### src/rtl/dss_pkg.sv
// Purpose: Shared constants and types for the drive setup selector decoder.
// Assumes: One 125 MHz clock and an asynchronous active-low reset.
// Notes: Stored parameters come from the non-volatile store as plain levels.
package dss_pkg;

    localparam int          CLOCK_MHZ        = 125;
    localparam int          DEBOUNCE_US      = 10000;
    localparam int          DEBOUNCE_CYCLES  = DEBOUNCE_US * CLOCK_MHZ;
    localparam int          CNT_W            = 21;
    localparam logic [15:0] LINES_DEFAULT    = 16'h01F4;
    localparam int          DIP_W            = 4;
    localparam int          ROT_W            = 4;
    localparam int          FRAC_W           = 16;
    localparam int          POS_W            = 32;
    localparam int          DIV_W            = 16;
    localparam logic [3:0]  ROT_MAX          = 4'h9;

    typedef enum logic [1:0] {
        DSS_LOOP_TORQUE   = 2'h0,
        DSS_LOOP_VELOCITY = 2'h1,
        DSS_LOOP_FOLLOW   = 2'h2
    } dss_loop_e;

    typedef enum logic [1:0] {
        DSS_FB_SMART  = 2'h0,
        DSS_FB_SIXSTEP = 2'h1,
        DSS_FB_FOLLOW = 2'h2
    } dss_fb_e;

    typedef enum logic [2:0] {
        DSS_AUX_INCR      = 3'h0,
        DSS_AUX_INCR_HALL = 3'h1,
        DSS_AUX_SINCOS    = 3'h2,
        DSS_AUX_SC_HALL   = 3'h3,
        DSS_AUX_ABSOLUTE  = 3'h4
    } dss_aux_e;

    typedef enum logic [2:0] {
        DSS_ST_SETTLE = 3'b001,
        DSS_ST_LATCH  = 3'b010,
        DSS_ST_HOLD   = 3'b100
    } dss_state_e;

    typedef struct packed {
        dss_loop_e   control_loop_select;
        dss_fb_e     feedback_kind_select;
        logic [15:0] stored_line_count;
        logic        feedback_origin_select;
        logic        option_hires_sensor;
        dss_aux_e    aux_sensor_kind;
    } dss_store_s;

    typedef struct packed {
        logic        torque_mode;
        logic        smart_feedback_sensor;
        logic [15:0] line_count;
        logic [3:0]  current_gain_index;
        logic        emulated_out_enable;
        logic        aux_may_commutate;
        logic        settings_valid;
    } dss_setting_s;

    function automatic logic [15:0] dss_rotary_lines(input logic [3:0] pos);
        logic [15:0] v;
        v = 16'h0000;
        case (pos)
            4'h1: v = 16'h0200;
            4'h2: v = 16'h03E8;
            4'h3: v = 16'h0400;
            4'h4: v = 16'h07D0;
            4'h5: v = 16'h0800;
            4'h6: v = 16'h1000;
            4'h7: v = 16'h1388;
            4'h8: v = 16'h2000;
            4'h9: v = 16'h2710;
            default: v = 16'h0000;
        endcase
        return v;
    endfunction

    function automatic logic dss_line_legal(input logic [15:0] n);
        logic ok;
        ok = 1'b0;
        case (n)
            16'h0080, 16'h0200, 16'h0400, 16'h0800, 16'h1000, 16'h2000, 16'h4000,
            16'h8000, 16'h007D, 16'h01F4, 16'h03E8, 16'h07D0, 16'h09C4, 16'h1388,
            16'h2710, 16'h4E20: ok = 1'b1;
            default: ok = 1'b0;
        endcase
        return ok;
    endfunction

endpackage

### src/rtl/dss_setup_decoder.sv
// Purpose: Decodes setup selectors and stored parameters into drive settings.
// Assumes: Selector pins are asynchronous; store levels are stable at power-up.
// Notes: Settings are captured once after debounce and held until reset.
`timescale 1ns/1ps
module dss_setup_decoder
    import dss_pkg::*;
#(
    parameter int DEBOUNCE_LEN = DEBOUNCE_CYCLES
)
(
    // Clock and reset
    input  wire logic               clock,
    input  wire logic               arst_n,
    // Setup selector pins, closed reads as one
    input  wire logic [DIP_W-1:0]   dip_selector,
    input  wire logic [ROT_W-1:0]   rotary_selector,
    // Non-volatile store
    input  wire dss_store_s         store,
    input  wire logic [DIV_W-1:0]   aux_position_divider,
    // Auxiliary interpolator
    input  wire logic [15:0]        aux_cycle_count,
    input  wire logic [FRAC_W-1:0]  aux_cycle_fraction,
    // Decoded settings
    output dss_setting_s            setting,
    output logic                    line_count_illegal,
    output logic [POS_W-1:0]        aux_position
);
    logic [DIP_W-1:0] dip_meta;
    logic [DIP_W-1:0] dip_sync;
    logic [ROT_W-1:0] rot_meta;
    logic [ROT_W-1:0] rot_sync;
    logic [DIP_W-1:0] dip_prev;
    logic [ROT_W-1:0] rot_prev;
    logic [CNT_W-1:0] stable_cnt;
    dss_state_e       state;
    dss_state_e       next_state;
    logic [POS_W-1:0] aux_scaled;

    // Two-stage synchronisers for the selector pins.
    always_ff @(posedge clock or negedge arst_n) begin
        if (!arst_n) begin
            dip_meta <= '0;
            dip_sync <= '0;
            rot_meta <= '0;
            rot_sync <= '0;
        end else begin
            dip_meta <= dip_selector;
            dip_sync <= dip_meta;
            rot_meta <= rotary_selector;
            rot_sync <= rot_meta;
        end
    end

    wire logic moved   = (dip_sync != dip_prev) || (rot_sync != rot_prev);
    wire logic settled = (stable_cnt == CNT_W'(DEBOUNCE_LEN - 1));

    // Positions 3 and 4 of the DIP are read but never steer a setting.
    wire logic dip_closed1 = dip_sync[0];
    wire logic dip_closed2 = dip_sync[1];

    wire logic torque_sel =
        (store.control_loop_select == DSS_LOOP_FOLLOW) ? dip_closed1 :
        (store.control_loop_select == DSS_LOOP_TORQUE);
    wire logic smart_sel =
        (store.feedback_kind_select == DSS_FB_FOLLOW) ? dip_closed2 :
        (store.feedback_kind_select == DSS_FB_SMART);

    wire logic        rot_valid   = (rot_sync <= ROT_MAX);
    wire logic        stored_ok   = dss_line_legal(store.stored_line_count);
    wire logic [15:0] stored_used = stored_ok ? store.stored_line_count : LINES_DEFAULT;
    wire logic [15:0] lines_sel   =
        (rot_sync == '0) ? stored_used : dss_rotary_lines(rot_sync);

    wire logic emul_en =
        (smart_sel && !store.feedback_origin_select) ||
        (store.feedback_origin_select && store.option_hires_sensor);

    wire logic aux_run =
        (store.aux_sensor_kind == DSS_AUX_INCR_HALL) ||
        (store.aux_sensor_kind == DSS_AUX_SC_HALL) ||
        (store.aux_sensor_kind == DSS_AUX_ABSOLUTE);

    always_comb begin
        next_state = state;
        case (state)
            DSS_ST_SETTLE: if (settled) next_state = DSS_ST_LATCH;
            DSS_ST_LATCH:  next_state = DSS_ST_HOLD;
            DSS_ST_HOLD:   next_state = DSS_ST_HOLD;
            default:       next_state = DSS_ST_SETTLE;
        endcase
    end

    always_ff @(posedge clock or negedge arst_n) begin
        if (!arst_n) begin
            state      <= DSS_ST_SETTLE;
            dip_prev   <= '0;
            rot_prev   <= '0;
            stable_cnt <= '0;
        end else begin
            state    <= next_state;
            dip_prev <= dip_sync;
            rot_prev <= rot_sync;
            if (moved || state != DSS_ST_SETTLE) begin
                stable_cnt <= '0;
            end else if (!settled) begin
                stable_cnt <= stable_cnt + CNT_W'(1);
            end
        end
    end

    // Capture once; the hold state never revisits the selectors.
    always_ff @(posedge clock or negedge arst_n) begin
        if (!arst_n) begin
            setting            <= '0;
            line_count_illegal <= 1'b0;
        end else if (state == DSS_ST_LATCH) begin
            setting.torque_mode           <= torque_sel;
            setting.smart_feedback_sensor <= smart_sel;
            setting.line_count            <= smart_sel ? lines_sel : '0;
            setting.current_gain_index    <= smart_sel ? '0 : rot_sync;
            setting.emulated_out_enable   <= emul_en;
            setting.aux_may_commutate     <= aux_run;
            setting.settings_valid        <= rot_valid;
            line_count_illegal            <= smart_sel && (rot_sync == '0) && !stored_ok;
        end
    end

    dss_aux_scaler u_scaler (
        .clock                (clock),
        .arst_n               (arst_n),
        .cycle_count          (aux_cycle_count),
        .cycle_fraction       (aux_cycle_fraction),
        .aux_position_divider (aux_position_divider),
        .position_count       (aux_scaled)
    );

    always_ff @(posedge clock or negedge arst_n) begin
        if (!arst_n) begin
            aux_position <= '0;
        end else begin
            aux_position <= aux_scaled;
        end
    end
endmodule

### src/rtl/dss_aux_scaler.sv
// Purpose: Builds the auxiliary sin-cos position count from cycles and fraction.
// Assumes: The divisor is held steady by the user; zero is treated as one.
// Notes: A sequential restoring divider, one quotient bit per clock.
`timescale 1ns/1ps
module dss_aux_scaler
    import dss_pkg::*;
(
    // Clock and reset
    input  wire logic               clock,
    input  wire logic               arst_n,
    // Interpolated input
    input  wire logic [15:0]        cycle_count,
    input  wire logic [FRAC_W-1:0]  cycle_fraction,
    input  wire logic [DIV_W-1:0]   aux_position_divider,
    // Scaled result
    output logic [POS_W-1:0]        position_count
);
    localparam logic [5:0] BITS = 6'h20;

    wire logic [POS_W-1:0] raw_position = {cycle_count, cycle_fraction};
    wire logic [DIV_W-1:0] divisor      = (aux_position_divider == '0) ? 16'h0001
                                                                      : aux_position_divider;

    logic [POS_W-1:0] dividend;
    logic [POS_W-1:0] quotient;
    logic [DIV_W:0]   remainder;
    logic [5:0]       bit_cnt;

    wire logic [DIV_W:0] trial    = {remainder[DIV_W-1:0], dividend[POS_W-1]};
    wire logic           fits     = trial >= {1'b0, divisor};
    wire logic [DIV_W:0] next_rem = fits ? trial - {1'b0, divisor} : trial;
    wire logic           done     = (bit_cnt == BITS);

    always_ff @(posedge clock or negedge arst_n) begin
        if (!arst_n) begin
            dividend       <= '0;
            quotient       <= '0;
            remainder      <= '0;
            bit_cnt        <= '0;
            position_count <= '0;
        end else if (done) begin
            position_count <= quotient;
            dividend       <= raw_position;
            quotient       <= '0;
            remainder      <= '0;
            bit_cnt        <= '0;
        end else begin
            dividend  <= {dividend[POS_W-2:0], 1'b0};
            quotient  <= {quotient[POS_W-2:0], fits};
            remainder <= next_rem;
            bit_cnt   <= bit_cnt + 6'h01;
        end
    end
endmodule

### config.mk
export PLATFORM = sky130hd
export DESIGN_NAME = dss_setup_decoder
export DESIGN_NICKNAME = d
export VERILOG_FILES = /design/src/rtl/dss_pkg.sv /design/src/rtl/dss_setup_decoder.sv /design/src/rtl/dss_aux_scaler.sv
export SDC_FILE = /design/constraint.sdc
export NUM_CORES = 1
export LEC_CHECK = 0
export BUFFER_PORTS_ARGS = -buffer_cell sky130_fd_sc_hd__buf_2
export CELL_PAD_IN_SITES_DETAIL_PLACEMENT = 1
export CELL_PAD_IN_SITES_GLOBAL_PLACEMENT = 2
export CORE_MARGIN = 1.5
export CORE_UTILIZATION = 35
export DETAILED_ROUTE_END_ITERATION = 10
export MAX_ROUTING_LAYER = met4
export PLACE_DENSITY = 0.8
export RECOVER_POWER = 50
export SYNTH_ARGS = -nofsm -noshare
export SYNTH_HDL_FRONTEND = slang
export SYNTH_SLANG_ARGS = --single-unit
### constraint.sdc
create_clock -name clock -period 5.3 [get_ports clock]
set_clock_uncertainty 0.05 [all_clocks]
set_input_delay 0.265 -clock clock [delete_from_list [all_inputs] [get_ports clock]]
set_output_delay 0.265 -clock clock [all_outputs]
set_load 0.05 [all_outputs]
==> run metrics <==
status finished, violations left; failing checks capacitance limit, slew limit; Mapped Nets 1068; Crit Path Class reg2reg; max_slew headroom -74.1%; Final GP Congestion between 0.8 and 0.9; Yosys warnings 0; WP buf/inv 0; CP Max Fanout 12; compound-gate portion of the synthesized area 9.80%; GR Util All Layers 18.2%; post-synthesis mux area share 0.207%; clk slew on worst S/H paths 0.06 ns; synth top area cells dfrtp_1 (58%), nand2_1 (9.2%), ha_1 (3.1%), and2_1 (2.5%), nor2_1 (2.2%); most used cell along the critical path nand3_1; number of synthesized flops with an enable pin 0; syn_area_per_cell 10.1 µm²; most common cell in the netlist nand2_1; Peak Freq ~330 MHz; htree depth 1; proportion of layout cells with a drive suffix above 1 11.9%; Top FF cell, synth dfrtp_1; pwr/cell area between 400 and 500 mW/mm²; vias post-DR 7479; Setup-failing EPs final 0; clock root cell clkbuf_16; RSZ-0062 raised after global routing no; Worst setup endpoint u_scaler.remainder[9]; crit path cell chain ha_1, and4_1, nand3_1, or4_1, nand3_1, o21ai_0, o22ai_1; # fillers 3070; VDD IR max 0.286 mV; vias in the first global route 7915; DPL Wire Length 16400 µm; Hold Violations, Final 0; Row Count 60; Post-CTS Resized 0; static leakage around 5.6 nW; Starting DRT DRC Count about 460; Reg2Reg Launch Point u_scaler.remainder[10]; Post-Synth XOR/XNOR Area 3.89%; die height 169 µm; delay-heaviest family, CP simple AND/OR/NAND/NOR gates; TritonCTS clock tree yes; area of the core 0.0270 mm²; largest stage delay on the critical path 0.62 ns; final instance area 0.0119 mm²; # diodes 0; largest family of logic cells by synthesized area simple AND/OR/NAND/NOR gates; fin nets 1237; Ports around 140; Synth top area share 57.6%; post-synthesis adder-cell area fraction 3.31%; Post-Route Utilization 44.0%; flop-to-flop setup slack 2.25 ns; initial antenna violation count 0; Req. time, crit path 5.67 ns; largest net degree at the start of global routing 123; FF-to-FF End u_scaler.remainder[9]; Synth async-reset ratio 100%; WL/cell 16.5 µm; crit end category flop; simple-gate share of the synthesized area between 20% and 30%; Layout Area Growth over Synthesis 22.9%; Crit-path slowest cell or4_1; grt total ovfl 0; CP arrival 3.42 ns; Max-Cap Viols 1; drt drc 0; Setup crit start u_scaler.remainder[10]; die area 0.0287 mm²; Netlist cell types 68; R2R depth 7; Via density 5.02; ANT nets after route 0; Slew @ Worst Pin around 2.6 ns; stages on the worst setup path 7; Synth top cells by count nand2_1 (236), dfrtp_1 (223), nor2_1 (56); CP startpoint kind flop; synthesized instance count 960; Seq/Total Area, Yosys 57.9%; min-delay worst type in2reg; synthesized cell area 0.00968 mm²; cell accounting for the most synthesized area dfrtp_1; IO Port Bufs between 100 and 150; clock buffer depth 3; Die W 169 µm; fin crit share 57.6%; flops & latches, synth 224; Max Slew Vio Count 103; Clock Latency Late Sink 0.52 ns; wire length of the first global-routing pass 41100 µm; DR pass1 iterations 7; Sum Neg Setup Slack 0 ns; final WL 24600 µm; final worst path period need 3.05 ns; starting density of the core between 30 and 40%; Placed Area 0.0107 mm²; CTS Buf Count 25; clock sink count about 220
==> worst min-delay path by stage <==
stage | endpoint | from | slack (ns) | cells after the start
3_5_place_dp | dip_sync[3] | dip_meta[3] | 0.29 | 0
3_3_place_gp | rot_sync[2] | rot_meta[2] | 0.28 | 0
6_report | setting[22] | store[20] | 0.03 | 2
5_1_grt | setting[21] | store[19] | 0.03 | 2
2_1_floorplan | aux_position[0] | arst_n | -0.08 | 0
4_1_cts | setting[22] | store[20] | 0.002 | 2
==> metal layers <==
metal / vias up / track usage (%) / share of wire (%)
met1: 3710 / 24.3 / 48
li1: 3578 / - / -
met5: - / - / 0
met3: 34 / 3.22 / 4.3
met2: 157 / 29.1 / 46
met4: 0 / 3.50 / 1.5
==> cells in the final DEF, fill, tap and decap left out, types with 13 or more instances in the layout <==
cell type and count:
inv_1 30, nand3_1 30, and2_1 37, dlygate4sd3_1 45, buf_2 80, o21ai_0 33, nor3_1 21, dfrtp_1 223
clkbuf_1 63, xnor2_1 22, nor2_1 56, clkbuf_16 25, and3_1 13, ha_1 24, xor2_1 21, a21oi_1 35
nand2_1 235
==> cells by family (layout without fill, tap and decap cells) <==
logic type / after synthesis / after routing
multiplexers: 2 / 2
AND/OR/NAND/NOR: 452 / 452
AO/OA/AOI/OAI: 139 / 139
flip-flops: 224 / 224
buffers and inverters: 75 / 263
adder cells (fa/ha/maj): 25 / 25
XOR/XNOR: 43 / 43
==> power breakdown <==
part	total (mW)	internal [mW]	switching, mW
sequential	2.20	2.04	0.169
combinational	1.56	0.476	1.08
clock	1.82	1.12	0.698
==> metrics by stage <==
step                      power, mW  cells  hold slack, ns  worst slack, ns
final                          5.59   1489          0.0290             2.25
after global placement         3.77   1398           0.283             2.11
after detailed placement       3.80   1398           0.287             2.02
after floorplan                3.32    960         -0.0806             2.83
after CTS                      5.68   1489         0.00240             2.30
after global routing           5.90   1489          0.0318             2.06
==> area by class of cell <==
type / instances / area [µm²] / area share, %
timing repair buffer: 187 / 1100 / 9.28
multi-input combinational: 661 / 3770 / 31.7
inverter: 30 / 113 / 0.946
tap: 341 / 427 / 3.59
clock inverter: 13 / 180 / 1.51
clock buffer: 33 / 696 / 5.85
sequential: 224 / 5610 / 47.1
==> sequential cells by signal, summed over array words and instances, names as in the netlist <==
name	cells
rot_prev	4
aux_position	32
state	3
dip_sync	4
setting	25
rot_sync	4
u_scaler.bit_cnt	6
u_scaler.quotient	32
u_scaler.dividend	32
u_scaler.remainder	16
rot_meta	4
dip_prev	4
line_count_illegal	1
stable_cnt	21
dip_meta	4
u_scaler.position_count	32
==> what timing repair did <==
| action | 4_1_cts | 5_1_grt |
|---|---|---|
| hold endpoints to repair | 145 | 0 |
| hold buffers | 45 | 0 |
| setup buffers | 0 | 0 |
No activity file was read; power rests on OpenSTA's default activity.
